===== config.mk =====
export PLATFORM = sky130hd
export DESIGN_NAME = pwmcap_top
export DESIGN_NICKNAME = d
export VERILOG_FILES = /design/src/common/pwmcap_pkg.sv /design/src/design/pwmcap_chan.sv /design/src/design/pwmcap_top.sv
export SDC_FILE = /design/constraint.sdc
export NUM_CORES = 1
export LEC_CHECK = 0
export BUFFER_PORTS_ARGS = -buffer_cell sky130_fd_sc_hd__buf_4
export CORE_UTILIZATION = 59
export CTS_BUF_LIST = sky130_fd_sc_hd__clkbuf_8
export DETAILED_ROUTE_END_ITERATION = 7
export HOLD_SLACK_MARGIN = 0.03
export PLACE_DENSITY_LB_ADDON = 0.05
export SETUP_SLACK_MARGIN = 0.2
export SLEW_MARGIN = 40
export SYNTH_ARGS = -nofsm -noshare
export SYNTH_HDL_FRONTEND = slang
export SYNTH_SLANG_ARGS = --single-unit

===== constraint.sdc =====
create_clock -name pclk -period 3.25 [get_ports pclk]
set_clock_uncertainty 0.05 [all_clocks]
set_input_delay 0.65 -clock pclk [delete_from_list [all_inputs] [get_ports pclk]]
set_output_delay 0.65 -clock pclk [all_outputs]
set_load 0.01 [all_outputs]

===== src/common/pwmcap_pkg.sv =====
// Shared constants, field positions and types of the four-channel PWM and capture group.
package pwmcap_pkg;

  // Register byte offsets on the APB slave.
  localparam logic [7:0] OFS_PRESCALE = 8'h00;
  localparam logic [7:0] OFS_DIVSEL = 8'h04;
  localparam logic [7:0] OFS_CONTROL = 8'h08;
  localparam logic [7:0] OFS_CH_BASE = 8'h0c;
  localparam logic [7:0] OFS_CH_STRIDE = 8'h0c;
  localparam logic [7:0] OFS_CH_CMP = 8'h04;
  localparam logic [7:0] OFS_CH_CNT = 8'h08;
  localparam logic [7:0] OFS_IRQ_EN = 8'h40;
  localparam logic [7:0] OFS_IRQ_FLAG = 8'h44;
  localparam logic [7:0] OFS_CAP_LO = 8'h50;
  localparam logic [7:0] OFS_CAP_HI = 8'h54;
  localparam logic [7:0] OFS_LATCH_BASE = 8'h58;
  localparam logic [7:0] OFS_LATCH_STRIDE = 8'h08;
  localparam logic [7:0] OFS_LATCH_FALL = 8'h04;
  localparam logic [7:0] OFS_CAP_IN_EN = 8'h78;
  localparam logic [7:0] OFS_PIN_OE = 8'h7c;

  // Reset value of every register.
  localparam logic [31:0] RST_WORD = 32'h0000_0000;

  // Control word: one byte per channel, pair gap enables in channel 0's byte.
  localparam int CTL_EN = 0;
  localparam int CTL_INV = 2;
  localparam int CTL_MODE = 3;
  localparam int CTL_STRIDE = 8;
  localparam int CTL_DZEN = 4;

  // Capture control: one 16-bit half per channel.
  localparam int CC_INV = 0;
  localparam int CC_RIE = 1;
  localparam int CC_FIE = 2;
  localparam int CC_EN = 3;
  localparam int CC_EVT = 4;
  localparam int CC_RFL = 6;
  localparam int CC_FFL = 7;
  localparam int CC_HALF = 16;

  // Divider select field stride and the prescaler and gap field stride.
  localparam int DIV_STRIDE = 4;
  localparam int PS_STRIDE = 8;
  localparam int GAP_POS = 16;

  // Per-channel configuration carried from the control word.
  typedef struct packed {
    logic mode;
    logic inv;
    logic en;
  } pwmcap_chcfg_t;

  // Maps the 3-bit divider code to a power-of-two shift.
  function automatic logic [2:0] pwmcap_div_shift(input logic [2:0] code);
    logic [2:0] sh;
    sh = 3'h0;
    case (code)
      3'h4: sh = 3'h0;
      3'h0: sh = 3'h1;
      3'h1: sh = 3'h2;
      3'h2: sh = 3'h3;
      3'h3: sh = 3'h4;
      default: sh = 3'h0;
    endcase
    return sh;
  endfunction

endpackage


===== src/design/pwmcap_chan.sv =====
// One 16-bit down-counting PWM timer with buffered period and compare values.
`timescale 1ns/10ps
module pwmcap_chan import pwmcap_pkg::*; (
  // Clock and reset.
  input wire logic pclk,
  input wire logic presetn,
  // Count enable and configuration.
  input wire logic tick,
  input wire pwmcap_chcfg_t cfg,
  // Software writes and capture reload.
  input wire logic wr_per,
  input wire logic wr_cmp,
  input wire logic [15:0] wdata,
  input wire logic cap_reload,
  // State back to the register file.
  output logic [15:0] per_q,
  output logic [15:0] cmp_q,
  output logic [15:0] cnt_q,
  output logic raw,
  output logic zero
);

  logic mode_q;          // Mode seen last cycle, to spot a change.
  logic [15:0] act_per_q; // Period in force for the running cycle.
  logic [15:0] act_cmp_q; // Compare in force for the running cycle.
  logic mode_chg;
  logic step;
  logic shot_end;

  assign mode_chg = cfg.mode != mode_q;
  assign step = cfg.en && tick;
  assign zero = step && cnt_q == 16'h0001 && !cap_reload;
  assign shot_end = zero && !cfg.mode;

  // Remembers the mode so that a change can wipe the settings.
  always_ff @(posedge pclk or negedge presetn) begin
    if (!presetn) begin
      mode_q <= 1'b0;
    end else begin
      mode_q <= cfg.mode;
    end
  end

  // Software copies; a mode change or a finished one-shot clears both.
  always_ff @(posedge pclk or negedge presetn) begin
    if (!presetn) begin
      per_q <= RST_WORD[15:0];
      cmp_q <= RST_WORD[15:0];
    end else if (mode_chg) begin
      per_q <= 16'h0000;
      cmp_q <= 16'h0000;
    end else begin
      if (wr_per) begin
        per_q <= wdata;
      end else if (shot_end) begin
        per_q <= 16'h0000;
      end
      if (wr_cmp) begin
        cmp_q <= wdata;
      end else if (shot_end) begin
        cmp_q <= 16'h0000;
      end
    end
  end

  // Counter: values are taken over only at a period start, so writes never
  // disturb the cycle in progress.
  always_ff @(posedge pclk or negedge presetn) begin
    if (!presetn) begin
      cnt_q <= RST_WORD[15:0];
      act_per_q <= RST_WORD[15:0];
      act_cmp_q <= RST_WORD[15:0];
    end else if (cfg.en && cap_reload) begin
      cnt_q <= per_q;
    end else if (step) begin
      if (cnt_q != 16'h0000) begin
        cnt_q <= cnt_q - 16'h0001;
      end else if (per_q != 16'h0000) begin
        cnt_q <= per_q;
        act_per_q <= per_q;
        act_cmp_q <= cmp_q;
      end else begin
        act_per_q <= 16'h0000;
      end
    end
  end

  // High for compare+1 units at the tail of the count; disabling drops it at once.
  assign raw = cfg.en && act_per_q != 16'h0000 &&
               (act_cmp_q >= act_per_q || cnt_q <= act_cmp_q);
endmodule


===== src/design/pwmcap_top.sv =====
// Four-channel PWM and capture group with an APB register slave.
//
// Decided for this implementation: the APB register port and the register addresses.
`timescale 1ns/10ps
// How it works
// - Period is clock over prescale+1, divider, period+1.
// - Compare at or above period keeps output high.
// - Otherwise low period-compare, high compare+1 units.
// - New period waits for next period start.
// - Counter readback shows the live down-counter.
// - Mode bit 0 one-shot, 1 auto-reload.
// - Mode change clears period and compare.
// - One-shot end clears values, holds counter.
// - Nonzero period write restarts one-shot; compare first.
// - Auto-reload reloads period at zero.
// - Zero period stops the counter at zero.
// - Compare write waits for next period start.
// - Dead gap delays rising edges by programmed length.
// - Capture edges copy counter into rise/fall latches.
// - Separate rise and fall capture interrupt enables.
// - Capture interrupt reloads the channel counter.
// - One shared interrupt per channel, one per group.
// - Clearing enable stops output at once.
// - Counter reaching zero raises channel flag.
// - Prescaler divides by field+1; zero stops it.
// - Divider codes 100,000,001,010,011 give 1..16.
// - Gap enable makes even timer drive pair.
module pwmcap_top import pwmcap_pkg::*; (
  // Clock and reset.
  input wire logic pclk,
  input wire logic presetn,
  // APB slave.
  input wire logic psel,
  input wire logic penable,
  input wire logic pwrite,
  input wire logic [7:0] paddr,
  input wire logic [31:0] pwdata,
  output logic [31:0] prdata,
  output logic pready,
  output logic pslverr,
  // Pins.
  input wire logic [3:0] cap_in,
  output logic [3:0] pwm_out,
  output logic [3:0] pwm_oe,
  // Interrupt requests.
  output logic [3:0] channel_irq,
  output logic group_one_irq
);

  // Software-written registers.
  logic [31:0] prescale_word_q;       // Prescalers and gap lengths.
  logic [31:0] divider_select_word_q; // Divider codes.
  logic [31:0] channel_control_word_q; // Enable, inverter, mode, gap enables.
  logic [3:0] irq_enable_set_q;       // Period interrupt enables.
  logic [3:0] capture_input_enable_q; // Capture input enables.
  logic [3:0] pin_output_enable_q;    // Pin drive enables.
  logic [3:0] cap_ctl_q [4];          // Capture inverter, enables per channel.

  // Flags and captured state.
  logic [3:0] period_flag_q;
  logic [3:0] capture_event_flag_q;
  logic [3:0] rise_flag_q;
  logic [3:0] fall_flag_q;
  logic [15:0] rise_latch_value_q [4];
  logic [15:0] fall_latch_value_q [4];
  logic [3:0] cap_prev_q;             // Last sampled capture level.

  // Clock enables and channel state.
  logic [7:0] ps_q [2];
  logic [3:0] dv_q [4];
  logic [1:0] pair_tick;
  logic [3:0] ch_tick;
  logic [3:0] dv_lim [4];
  pwmcap_chcfg_t cfg [4];
  logic [15:0] per_v [4];
  logic [15:0] cmp_v [4];
  logic [15:0] counter_readback [4];
  logic [3:0] raw;
  logic [3:0] zero;

  // Capture edges.
  logic [3:0] cap_lvl;
  logic [3:0] rise_evt;
  logic [3:0] fall_evt;
  logic [3:0] cap_irq_set;

  // Gap generators, one lane per pin.
  logic [3:0] lane_src;
  logic [3:0] lane_gap;
  logic [7:0] dz_cnt_q [4];
  logic [3:0] dz_out_q;
  logic [1:0] pair_dead_gap_enable;
  logic [3:0] pwm_out_q;

  // Bus decode.
  logic wr;
  logic hit;
  logic [31:0] rd;
  logic [3:0] wr_per;
  logic [3:0] wr_cmp;
  logic [31:0] prdata_q;

  // The slave never waits: every access completes in its first access cycle.
  assign pready = 1'b1;
  assign wr = psel && penable && pwrite;
  assign pslverr = psel && penable && !hit;
  assign prdata = prdata_q;

  // Address decode and read mux.
  always_comb begin
    hit = 1'b1;
    rd = 32'h0000_0000;
    wr_per = 4'h0;
    wr_cmp = 4'h0;
    case (paddr)
      OFS_PRESCALE: rd = prescale_word_q;
      OFS_DIVSEL: rd = divider_select_word_q;
      OFS_CONTROL: rd = channel_control_word_q;
      OFS_IRQ_EN: rd = {28'h0, irq_enable_set_q};
      OFS_IRQ_FLAG: rd = {28'h0, period_flag_q};
      OFS_CAP_IN_EN: rd = {28'h0, capture_input_enable_q};
      OFS_PIN_OE: rd = {28'h0, pin_output_enable_q};
      OFS_CAP_LO, OFS_CAP_HI: rd = 32'h0;
      default: hit = 1'b0;
    endcase
    for (int c = 0; c < 4; c++) begin
      if (paddr == 8'(OFS_CH_BASE + c * OFS_CH_STRIDE)) begin
        hit = 1'b1;
        rd = {16'h0, per_v[c]};
        wr_per[c] = wr;
      end
      if (paddr == 8'(OFS_CH_BASE + c * OFS_CH_STRIDE + OFS_CH_CMP)) begin
        hit = 1'b1;
        rd = {16'h0, cmp_v[c]};
        wr_cmp[c] = wr;
      end
      if (paddr == 8'(OFS_CH_BASE + c * OFS_CH_STRIDE + OFS_CH_CNT)) begin
        hit = 1'b1;
        rd = {16'h0, counter_readback[c]};
      end
      if (paddr == 8'(OFS_LATCH_BASE + c * OFS_LATCH_STRIDE)) begin
        hit = 1'b1;
        rd = {16'h0, rise_latch_value_q[c]};
      end
      if (paddr == 8'(OFS_LATCH_BASE + c * OFS_LATCH_STRIDE + OFS_LATCH_FALL)) begin
        hit = 1'b1;
        rd = {16'h0, fall_latch_value_q[c]};
      end
      if (paddr == (c < 2 ? OFS_CAP_LO : OFS_CAP_HI)) begin
        rd[CC_HALF * (c % 2) +: 8] = {fall_flag_q[c], rise_flag_q[c], 1'b0,
                                      capture_event_flag_q[c], cap_ctl_q[c]};
      end
    end
  end

  // Read data is sampled in the setup cycle and held through the access cycle.
  always_ff @(posedge pclk or negedge presetn) begin
    if (!presetn) begin
      prdata_q <= RST_WORD;
    end else if (psel && !penable && !pwrite) begin
      prdata_q <= rd;
    end
  end

  // Plain configuration registers.
  always_ff @(posedge pclk or negedge presetn) begin
    if (!presetn) begin
      prescale_word_q <= RST_WORD;
      divider_select_word_q <= RST_WORD;
      channel_control_word_q <= RST_WORD;
      irq_enable_set_q <= RST_WORD[3:0];
      capture_input_enable_q <= RST_WORD[3:0];
      pin_output_enable_q <= RST_WORD[3:0];
    end else if (wr) begin
      case (paddr)
        OFS_PRESCALE: prescale_word_q <= pwdata;
        OFS_DIVSEL: divider_select_word_q <= pwdata & 32'h0000_7777;
        OFS_CONTROL: channel_control_word_q <= pwdata & 32'h0d0d_0d3d;
        OFS_IRQ_EN: irq_enable_set_q <= pwdata[3:0];
        OFS_CAP_IN_EN: capture_input_enable_q <= pwdata[3:0];
        OFS_PIN_OE: pin_output_enable_q <= pwdata[3:0];
        default: ;
      endcase
    end
  end

  // Pair prescalers: a zero field parks the counter and stops every tick after it.
  for (genvar p = 0; p < 2; p++) begin : g_pair
    logic [7:0] cp;
    assign cp = prescale_word_q[PS_STRIDE * p +: 8];
    assign pair_tick[p] = cp != 8'h00 && ps_q[p] >= cp;
    always_ff @(posedge pclk or negedge presetn) begin
      if (!presetn) begin
        ps_q[p] <= 8'h00;
      end else if (cp == 8'h00 || ps_q[p] >= cp) begin
        ps_q[p] <= 8'h00;
      end else begin
        ps_q[p] <= ps_q[p] + 8'h01;
      end
    end
  end

  // Channel dividers and timers; period is prescale+1 times divider times period+1.
  for (genvar c = 0; c < 4; c++) begin : g_ch
    assign dv_lim[c] = 4'((5'h01 << pwmcap_div_shift(
                       divider_select_word_q[DIV_STRIDE * c +: 3])) - 5'h01);
    assign ch_tick[c] = pair_tick[c / 2] && dv_q[c] >= dv_lim[c];
    assign cfg[c] = '{mode: channel_control_word_q[CTL_STRIDE * c + CTL_MODE],
                      inv: channel_control_word_q[CTL_STRIDE * c + CTL_INV],
                      en: channel_control_word_q[CTL_STRIDE * c + CTL_EN]};
    always_ff @(posedge pclk or negedge presetn) begin
      if (!presetn) begin
        dv_q[c] <= 4'h0;
      end else if (pair_tick[c / 2]) begin
        dv_q[c] <= ch_tick[c] ? 4'h0 : dv_q[c] + 4'h1;
      end
    end
    pwmcap_chan u_chan (
      .pclk(pclk),
      .presetn(presetn),
      .tick(ch_tick[c]),
      .cfg(cfg[c]),
      .wr_per(wr_per[c]),
      .wr_cmp(wr_cmp[c]),
      .wdata(pwdata[15:0]),
      .cap_reload(cap_irq_set[c]),
      .per_q(per_v[c]),
      .cmp_q(cmp_v[c]),
      .cnt_q(counter_readback[c]),
      .raw(raw[c]),
      .zero(zero[c])
    );
  end

  // Capture edge detection on the optionally inverted input level.
  always_comb begin
    for (int c = 0; c < 4; c++) begin
      cap_lvl[c] = cap_in[c] ^ cap_ctl_q[c][CC_INV];
      rise_evt[c] = capture_input_enable_q[c] && cap_ctl_q[c][CC_EN] &&
                    cap_lvl[c] && !cap_prev_q[c];
      fall_evt[c] = capture_input_enable_q[c] && cap_ctl_q[c][CC_EN] &&
                    !cap_lvl[c] && cap_prev_q[c];
      cap_irq_set[c] = (rise_evt[c] && cap_ctl_q[c][CC_RIE]) ||
                       (fall_evt[c] && cap_ctl_q[c][CC_FIE]);
    end
  end

  // Capture latches and their level history.
  always_ff @(posedge pclk or negedge presetn) begin
    if (!presetn) begin
      cap_prev_q <= 4'h0;
      for (int c = 0; c < 4; c++) begin
        rise_latch_value_q[c] <= RST_WORD[15:0];
        fall_latch_value_q[c] <= RST_WORD[15:0];
      end
    end else begin
      cap_prev_q <= cap_lvl;
      for (int c = 0; c < 4; c++) begin
        if (rise_evt[c]) begin
          rise_latch_value_q[c] <= counter_readback[c];
        end
        if (fall_evt[c]) begin
          fall_latch_value_q[c] <= counter_readback[c];
        end
      end
    end
  end

  // Capture control and flags; a flag set in the clearing cycle survives.
  always_ff @(posedge pclk or negedge presetn) begin
    if (!presetn) begin
      rise_flag_q <= 4'h0;
      fall_flag_q <= 4'h0;
      capture_event_flag_q <= 4'h0;
      for (int c = 0; c < 4; c++) begin
        cap_ctl_q[c] <= 4'h0;
      end
    end else begin
      for (int c = 0; c < 4; c++) begin
        if (wr && paddr == (c < 2 ? OFS_CAP_LO : OFS_CAP_HI)) begin
          cap_ctl_q[c] <= pwdata[CC_HALF * (c % 2) +: 4];
          rise_flag_q[c] <= rise_evt[c] || (rise_flag_q[c] &&
                            !pwdata[CC_HALF * (c % 2) + CC_RFL]);
          fall_flag_q[c] <= fall_evt[c] || (fall_flag_q[c] &&
                            !pwdata[CC_HALF * (c % 2) + CC_FFL]);
          capture_event_flag_q[c] <= cap_irq_set[c] || (capture_event_flag_q[c] &&
                                     !pwdata[CC_HALF * (c % 2) + CC_EVT]);
        end else begin
          rise_flag_q[c] <= rise_flag_q[c] || rise_evt[c];
          fall_flag_q[c] <= fall_flag_q[c] || fall_evt[c];
          capture_event_flag_q[c] <= capture_event_flag_q[c] || cap_irq_set[c];
        end
      end
    end
  end

  // Period flags: set at zero, cleared by writing one; the set wins.
  always_ff @(posedge pclk or negedge presetn) begin
    if (!presetn) begin
      period_flag_q <= 4'h0;
    end else if (wr && paddr == OFS_IRQ_FLAG) begin
      period_flag_q <= zero | (period_flag_q & ~pwdata[3:0]);
    end else begin
      period_flag_q <= period_flag_q | zero;
    end
  end

  // One request per channel shared by PWM and capture, merged for the group.
  assign channel_irq = (period_flag_q & irq_enable_set_q) | capture_event_flag_q;
  assign group_one_irq = |channel_irq;

  // Lane sources: with the gap enabled the even timer drives both pins.
  always_comb begin
    for (int p = 0; p < 2; p++) begin
      pair_dead_gap_enable[p] = channel_control_word_q[CTL_DZEN + p];
      lane_src[2 * p] = raw[2 * p];
      lane_src[2 * p + 1] = pair_dead_gap_enable[p] ?
        (cfg[2 * p].en && !raw[2 * p]) : raw[2 * p + 1];
      lane_gap[2 * p] = pair_dead_gap_enable[p];
      lane_gap[2 * p + 1] = pair_dead_gap_enable[p];
    end
  end

  // Gap timers hold each rising edge back by the pair's gap length in even-channel ticks.
  always_ff @(posedge pclk or negedge presetn) begin
    if (!presetn) begin
      dz_out_q <= 4'h0;
      for (int l = 0; l < 4; l++) begin
        dz_cnt_q[l] <= 8'h00;
      end
    end else begin
      for (int l = 0; l < 4; l++) begin
        if (!lane_src[l]) begin
          dz_out_q[l] <= 1'b0;
          dz_cnt_q[l] <= prescale_word_q[GAP_POS + PS_STRIDE * (l / 2) +: 8];
        end else if (dz_cnt_q[l] == 8'h00) begin
          dz_out_q[l] <= 1'b1;
        end else if (ch_tick[(l / 2) * 2]) begin
          dz_cnt_q[l] <= dz_cnt_q[l] - 8'h01;
        end
      end
    end
  end

  // Pin data is registered; the output inverter acts last.
  always_ff @(posedge pclk or negedge presetn) begin
    if (!presetn) begin
      pwm_out_q <= 4'h0;
    end else begin
      for (int l = 0; l < 4; l++) begin
        pwm_out_q[l] <= (lane_gap[l] ? dz_out_q[l] : lane_src[l]) ^ cfg[l].inv;
      end
    end
  end

  assign pwm_out = pwm_out_q;
  assign pwm_oe = pin_output_enable_q;
endmodule


======== Word level (Yosys, flattened, before mapping) ========
Cells that the tools add are included.
cells by class
  reductions and logical operators ........ 210
  bitwise gates (word level) .............. 22
  shift operators ......................... 4
  magnitude comparators ................... 14
  $add $sub $neg .......................... 18
  equal/unequal tests ..................... 60
  multiplexer cells ....................... 143
operators with widths
  cell                                                                     number
  16-bit two-way mux                                                       40
  32-bit two-way mux                                                       20
  32-bit one-hot mux with 7 select lines                                   1
  16-bit nonzero test                                                      12
  8-bit two-way mux                                                        18
  8-bit by 7-bit equality test with 1-bit output (second input constant)   14
  1-bit logical AND                                                        84
  16-bit by 1-bit equality test with 1-bit output (second input constant)  4
  16-bit >= comparator                                                     4
  16-bit <= comparator                                                     4
  16-bit by 1-bit subtractor with 16-bit output (second input constant)    4
  8-bit by 6-bit equality test with 1-bit output (second input constant)   7
  8-bit logical NOT                                                        7
  1-bit two-way mux                                                        55
  3-bit one-hot mux with 4 select lines                                    4
  3-bit nonzero test                                                       12
  1-bit logical OR                                                         34
  8-bit by 5-bit equality test with 1-bit output (second input constant)   4
  8-bit by 1-bit subtractor with 8-bit output (second input constant)      4
  2-bit AND reduction                                                      14
  1-bit logical NOT                                                        27
  3-bit by 2-bit equality test with 1-bit output (second input constant)   8
  4-bit two-way mux                                                        5
  4-bit by 1-bit adder with 4-bit output (second input constant)           4
  other kinds (23)                                                         81
storage, ports and cells
  flip-flop bits (word level) ............. 662
  input port bits ......................... 49
  logic and storage cells ................. 534
  output and inout port bits .............. 47

======== Longest topological paths before layout ========
  depth in word-level cells ............... 26
  gate-level depth with buffers ........... 14

======== Hierarchy ========
A second synthesis with hierarchy kept.
unflattened totals
  cell total of the unflattened synthesis .. 3533
  area, all modules ....................... 37115.6 um2
by module, submodules not included
  module                            sequential area each (um2)  cells an instance  times used  area an instance (um2)
  pwmcap_top                        8458.1                      1866               1           19004.5
  pwmcap_chan (g_ch[0].u_chan ...)  2026.9                      417                3           4549.4
  pwmcap_chan (g_ch[1].u_chan)      2026.9                      416                1           4463.0

======== Worst setup path after synthesis ========
No wires, ideal clock.
  path type ............................... reg2reg
  start ................................... register divider_select_word_q[2]
  end ..................................... register g_ch[0].u_chan.act_cmp_q[10]
  cell stages (with the launch flop) ...... 14
  arrival time ............................ 2.995 ns
  period minus slack after synthesis ...... 3.170 ns
  path slack .............................. 0.080 ns
  path buffers ............................ 3
  cells stage by stage .................... dfrtp_1 -> or3_1 -> ha_1 -> ha_1 -> a21o_1 -> a21o_1 -> a21o_1 -> nand3_2 -> or3_1 -> buf_6 -> nand2b_4 -> buf_6 -> buf_12 -> mux2_4
on the way
  word-level cells in the longest chain between the ends .. 8
RTL lines
  element                                                                       line               RTL
  from (decl)                                                                   pwmcap_top.sv:52   logic [31:0] divider_select_word_q;
  from (signal assigned)                                                        pwmcap_top.sv:177  OFS_DIVSEL: divider_select_word_q <= pwdata & 32'h0000_7777;
  3-bit by 2-bit equality test with 1-bit output, or another cell as far along  pwmcap_pkg.sv:58   case (code)
  3-bit one-hot mux with 4 select lines *                                       pwmcap_pkg.sv:58
  1-bit by 3-bit left shift with 4-bit output *                                 pwmcap_top.sv:205  assign dv_lim[c] = 4'((5'h01 << pwmcap_div_shift(
  4-bit by 1-bit subtractor with 4-bit output *                                 pwmcap_top.sv:206  divider_select_word_q[DIV_STRIDE * c +: 3])) - 5'h01);
  4-bit >= comparator *                                                         pwmcap_top.sv:207  assign ch_tick[c] = pair_tick[c / 2] && dv_q[c] >= dv_lim[c];
  1-bit logical AND *                                                           pwmcap_top.sv:207
  1-bit logical AND *                                                           pwmcap_chan.sv:31  assign step = cfg.en && tick;
  4-bit AND reduction (no line) *                                               -
  to (signal assigned)                                                          pwmcap_chan.sv:72  act_cmp_q <= RST_WORD[15:0];
  to (signal assigned)                                                          pwmcap_chan.sv:81  act_cmp_q <= cmp_q;
  to (decl)                                                                     pwmcap_chan.sv:25  logic [15:0] act_cmp_q;
Every way passes the cells marked *; elsewhere a longest branch is shown, timed or not.
A chain may end at the register's enable or synchronous reset.

======== Worst setup path in the final report ========
  start ................................... input port paddr[0]
  end ..................................... output port pslverr
on the way
  word-level cells in the longest chain between the ends .. 25
RTL lines
  element                                                                       line               RTL
  from (decl)                                                                   pwmcap_top.sv:36   input wire logic [7:0] paddr,
  8-bit by 7-bit equality test with 1-bit output, or another cell as far along  pwmcap_top.sv:115  case (paddr)
  9-bit OR reduction (no line)                                                  -
  1-bit two-way mux                                                             pwmcap_top.sv:115
  1-bit two-way mux                                                             pwmcap_top.sv:127  if (paddr == 8'(OFS_CH_BASE + c * OFS_CH_STRIDE)) begin
  1-bit two-way mux                                                             pwmcap_top.sv:132  if (paddr == 8'(OFS_CH_BASE + c * OFS_CH_STRIDE + OFS_CH_CMP)) begin
  1-bit two-way mux                                                             pwmcap_top.sv:137  if (paddr == 8'(OFS_CH_BASE + c * OFS_CH_STRIDE + OFS_CH_CNT)) begin
  1-bit two-way mux                                                             pwmcap_top.sv:141  if (paddr == 8'(OFS_LATCH_BASE + c * OFS_LATCH_STRIDE)) begin
  1-bit two-way mux                                                             pwmcap_top.sv:145  if (paddr == 8'(OFS_LATCH_BASE + c * OFS_LATCH_STRIDE + OFS_LATCH_FALL)) begin
  [... 9 more ...]                                                              -
  1-bit two-way mux                                                             pwmcap_top.sv:145
  1-bit two-way mux                                                             pwmcap_top.sv:127
  1-bit two-way mux                                                             pwmcap_top.sv:132
  1-bit two-way mux                                                             pwmcap_top.sv:137
  1-bit two-way mux                                                             pwmcap_top.sv:141
  1-bit two-way mux *                                                           pwmcap_top.sv:145
  1-bit logical NOT *                                                           pwmcap_top.sv:106  assign pslverr = psel && penable && !hit;
  1-bit logical AND *                                                           pwmcap_top.sv:106
  to (decl)                                                                     pwmcap_top.sv:40   output logic pslverr,
Marks and branches as above.

==> impl_metrics.yaml <==
finish:
  syn2layout_area_growth_pct: 18.1
  drive_above_1_share_pct: 24.9
  fillers: 4492
  finalNonFillerCells: 4754
  fin_area_sq_um: 42300
  multi_input_area_sq_um: 18000
  final_nets: 4111
  regArea_sq_um: 16600
synth:
  ys_ff_latch: 662
  synthCells: 3519
  syn_nets: 3754
  synth_cell_types: 97
  ys.flop_type: "dfrtp_1"
  yosysWarnings: 0
  synth_area_leaders: "dfrtp_1 46%, mux2_2 8.7%, ha_1 6.5%"
  syn_area_sq_um: 35900
  yosysSeqAreaShare_pct: 46.2
  yosysTopAreaCell: "dfrtp_1"
  synth_top_cell_area_share_pct: 46.2
  avgSynthCellArea_sq_um: 10.2
  synth_edf_count: 0
  async_flop_share_pct: 100
worst_setup_path:
  cp.required_ps: 2550
  arrival_ps: 2350
  cp_max_fo: 11
  r2r-start: "divider_select_word_q[2]"
  start_kind: "input port"
  rrSetupSlack_ps: 210
  cp-end-kind: "output port"
  ff2ff_path_depth: 10
  timing.rr.end: "g_ch[0].u_chan.act_cmp_q[5]"
  crit_type: "input port to output port"
global_routing:
  grt_overflow: 0
  antenna_found_initial: 10
  grt_max_degree: 64
  grt_pass1_wl_mm: 204
  grtUsageTotal_pct: 44.4
  grt_pass1_vias: 31781
die:
  die_w_um: 249
  fp.dieH_um: 249
  std_cell_rows: 90
  ios: 96
  fp.dieArea_sq_um: 61800
  core_area_sq_um: 60200
  start_util_pct: 59.5
sta:
  finalCritPeriodShare_pct: 93.9
  period_minus_slack_ps: 3050
  fin_ws_ps: 199
  worstMarginPinSlew_ps: 976
  maxSlewHeadroom_pct: 35.0
  finalSetupViolCount: 0
  hold_ws_ps: 68.1
  hold_viol_final: 0
  rsz0062_at_grt: "yes"
  fmax_mhz: 328
  drv_slew: 0
power_and_ir_drop:
  ir_drop_mv: 0.502
  p_leak_uw: 0.0205
  pwr_density_cell_nw_per_um2: 435
clock_tree:
  tritoncts: "yes"
  ctsHtreeMaxLevel: 3
  clock_tree.root_cell: "clkbuf_8"
  clkLatencyLatePin_ps: 770
  clk_pin_slew_ps: 60
  clk_path_buf_depth: 3
  clock_sinks: 662
  cts_made_buffers: 108
routing:
  first_iter_violations: 4233
  drtAntennaViolNets: 0
  dr.pass1.iters: 6
  wirelength_mm: 138
  via_count: 32455
  via_per_inst: 6.83
  drc: 0
  wl_per_cell_um: 29.1
place:
  port-buffer-count: 94
  hpwl_mm: 101
  dp_slack_ps: -423
  dpl.cell_count: 4524
  gp_congestion: 1.01
  place_area_sq_um: 39400
min_path:
  holdPathStages: 2
  hold_end: "prescale_word_q[25]"
  min_from: "pwdata[25]"
  hold_path.class: "input port to register"
flow_run:
  cap_violations: 0
run_status:
  status: "completed"
[Yosys cell counts (15+ instances only)]
| cell | number |
|---|---|
| a22oi_1 | 60 |
| clkbuf_1 | 101 |
| nand2b_1 | 19 |
| nor2b_1 | 17 |
| mux2_4 | 15 |
| a22o_1 | 151 |
| ha_1 | 186 |
| o31ai_1 | 17 |
| o22ai_1 | 37 |
| mux2i_1 | 18 |
| o221ai_1 | 18 |
| and3_1 | 19 |
| nor3_1 | 61 |
| dfrtp_1 | 662 |
| a211oi_1 | 20 |
| a31oi_1 | 24 |
| o211ai_1 | 17 |
| a21oi_1 | 169 |
| o21ai_0 | 265 |
| and2_1 | 20 |
| nor2_1 | 202 |
| a221oi_1 | 27 |
| buf_1 | 16 |
| nand4_1 | 51 |
| inv_1 | 189 |
| or4_1 | 16 |
| buf_2 | 62 |
| nor4_1 | 61 |
| a21o_1 | 47 |
| mux2_2 | 277 |
| xnor2_1 | 24 |
| xor2_1 | 24 |
| nand3_1 | 94 |
| nand2_1 | 306 |
[metrics by stage]
stage	util, %	power [uW]	TNS (ps)
6_report	70.3	18400	0
5_1_grt	70.3	19000	0
2_1_floorplan	-	9570	0
3_5_place_dp	65.4	10500	-681
4_1_cts	69.6	18300	0
3_3_place_gp	65.3	10400	-1040
[report_power, final]
part | total [uW] | switching [uW] | internal [uW]
logic | 1940 | 1200 | 738
clock network | 7900 | 3610 | 4290
registers | 8590 | 209 | 8380
total | 18400 | 5020 | 13400
[registers in the layout (all words and copies together) (netlist names), 12 cells and up]
register	count
g_ch.u_chan.act_per_q	64
g_ch.u_chan.cnt_q	64
fall_latch_value_q	64
rise_latch_value_q	64
divider_select_word_q	12
g_ch.u_chan.act_cmp_q	64
dz_cnt_q	32
g_ch.u_chan.cmp_q	64
g_ch.u_chan.per_q	64
prescale_word_q	32
channel_control_word_q	14
dv_q	16
ps_q	16
prdata	32
cap_ctl_q	16
[timing repair]
| action | 4_1_cts | 5_1_grt |
|---|---|---|
| endpoints found under the setup margin | 70 | 184 |
| resized for setup | 19 | 63 |
| pin swaps | 0 | 22 |
| buffers inserted | 1 | 16 |
| gates cloned | 2 | 3 |
| hold buffers | 2 | 0 |
| hold endpoints to repair | 22 | 0 |
[cells by family (layout without fill, tap and decap cells)]
family	after synthesis	after routing	synth area share [%]
other cells	1	9	0.0105
flops	662	662	46.2
compound gates	958	959	18.0
fa+ha+maj	186	186	6.49
xor+xnor	48	48	1.17
mux	321	321	10.2
simple gates	959	960	13.5
buf+inv	384	827	4.49
[cell usage in the layout (no fill, tap or decap), types with 18 or more instances in the layout]
master	netlist	final
a211oi_1	20	20
a21o_1	47	47
a21oi_1	169	167
a221oi_1	27	27
a22o_1	151	151
a22oi_1	60	60
a31oi_1	24	24
and2_1	20	18
and3_1	19	18
buf_12	1	21
buf_4	8	397
clkbuf_8	0	140
dfrtp_1	662	661
ha_1	186	184
inv_1	189	217
mux2_2	277	276
mux2i_1	18	18
nand2_1	306	303
nand2b_1	19	19
nand3_1	94	94
nand4_1	51	51
nor2_1	202	200
nor3_1	61	56
nor4_1	61	60
o21ai_0	265	257
o221ai_1	18	18
o22ai_1	37	37
xnor2_1	24	24
xor2_1	24	24
[cell type report]
type / count / share of cell area (%)
Antenna cell: 8 / 0.0473
Clock buffer: 140 / 4.55
Clock inverter: 58 / 1.02
Inverter: 189 / 1.68
Multi-Input combinational cell: 2475 / 42.6
Sequential cell: 662 / 39.1
Tap cell: 782 / 2.31
Timing Repair Buffer: 440 / 8.69
[worst max path at each step]
stage                        startpoint                           end  slack [ps]
6_report                       paddr[0]                       pslverr         200
2_1_floorplan  divider_select_word_q[0]  g_ch[0].u_chan.act_cmp_q[10]         140
4_1_cts        divider_select_word_q[8]   g_ch[2].u_chan.act_cmp_q[4]         190
3_5_place_dp                   paddr[5]                     prdata[3]        -420
5_1_grt        divider_select_word_q[2]       g_ch[0].u_chan.cmp_q[7]         140
3_3_place_gp                   paddr[5]                     prdata[3]        -430
[critical path: stages]
cell and delay, ps:
buf_6 130, buf_6 130, nor4b_4 60, buf_12 160, nand2_2 80, nand4_1 110, or4_4 560, nor3_4 210
buf_6 140, buf_4 110
[routing by layer]
metal	track usage, %	part of all wire (%)
met5	1.16	0.098
met3	11.6	12
met1	60.4	39
met4	22.8	5.9
met2	65.6	43
No activity file was read; power rests on OpenSTA's default activity.
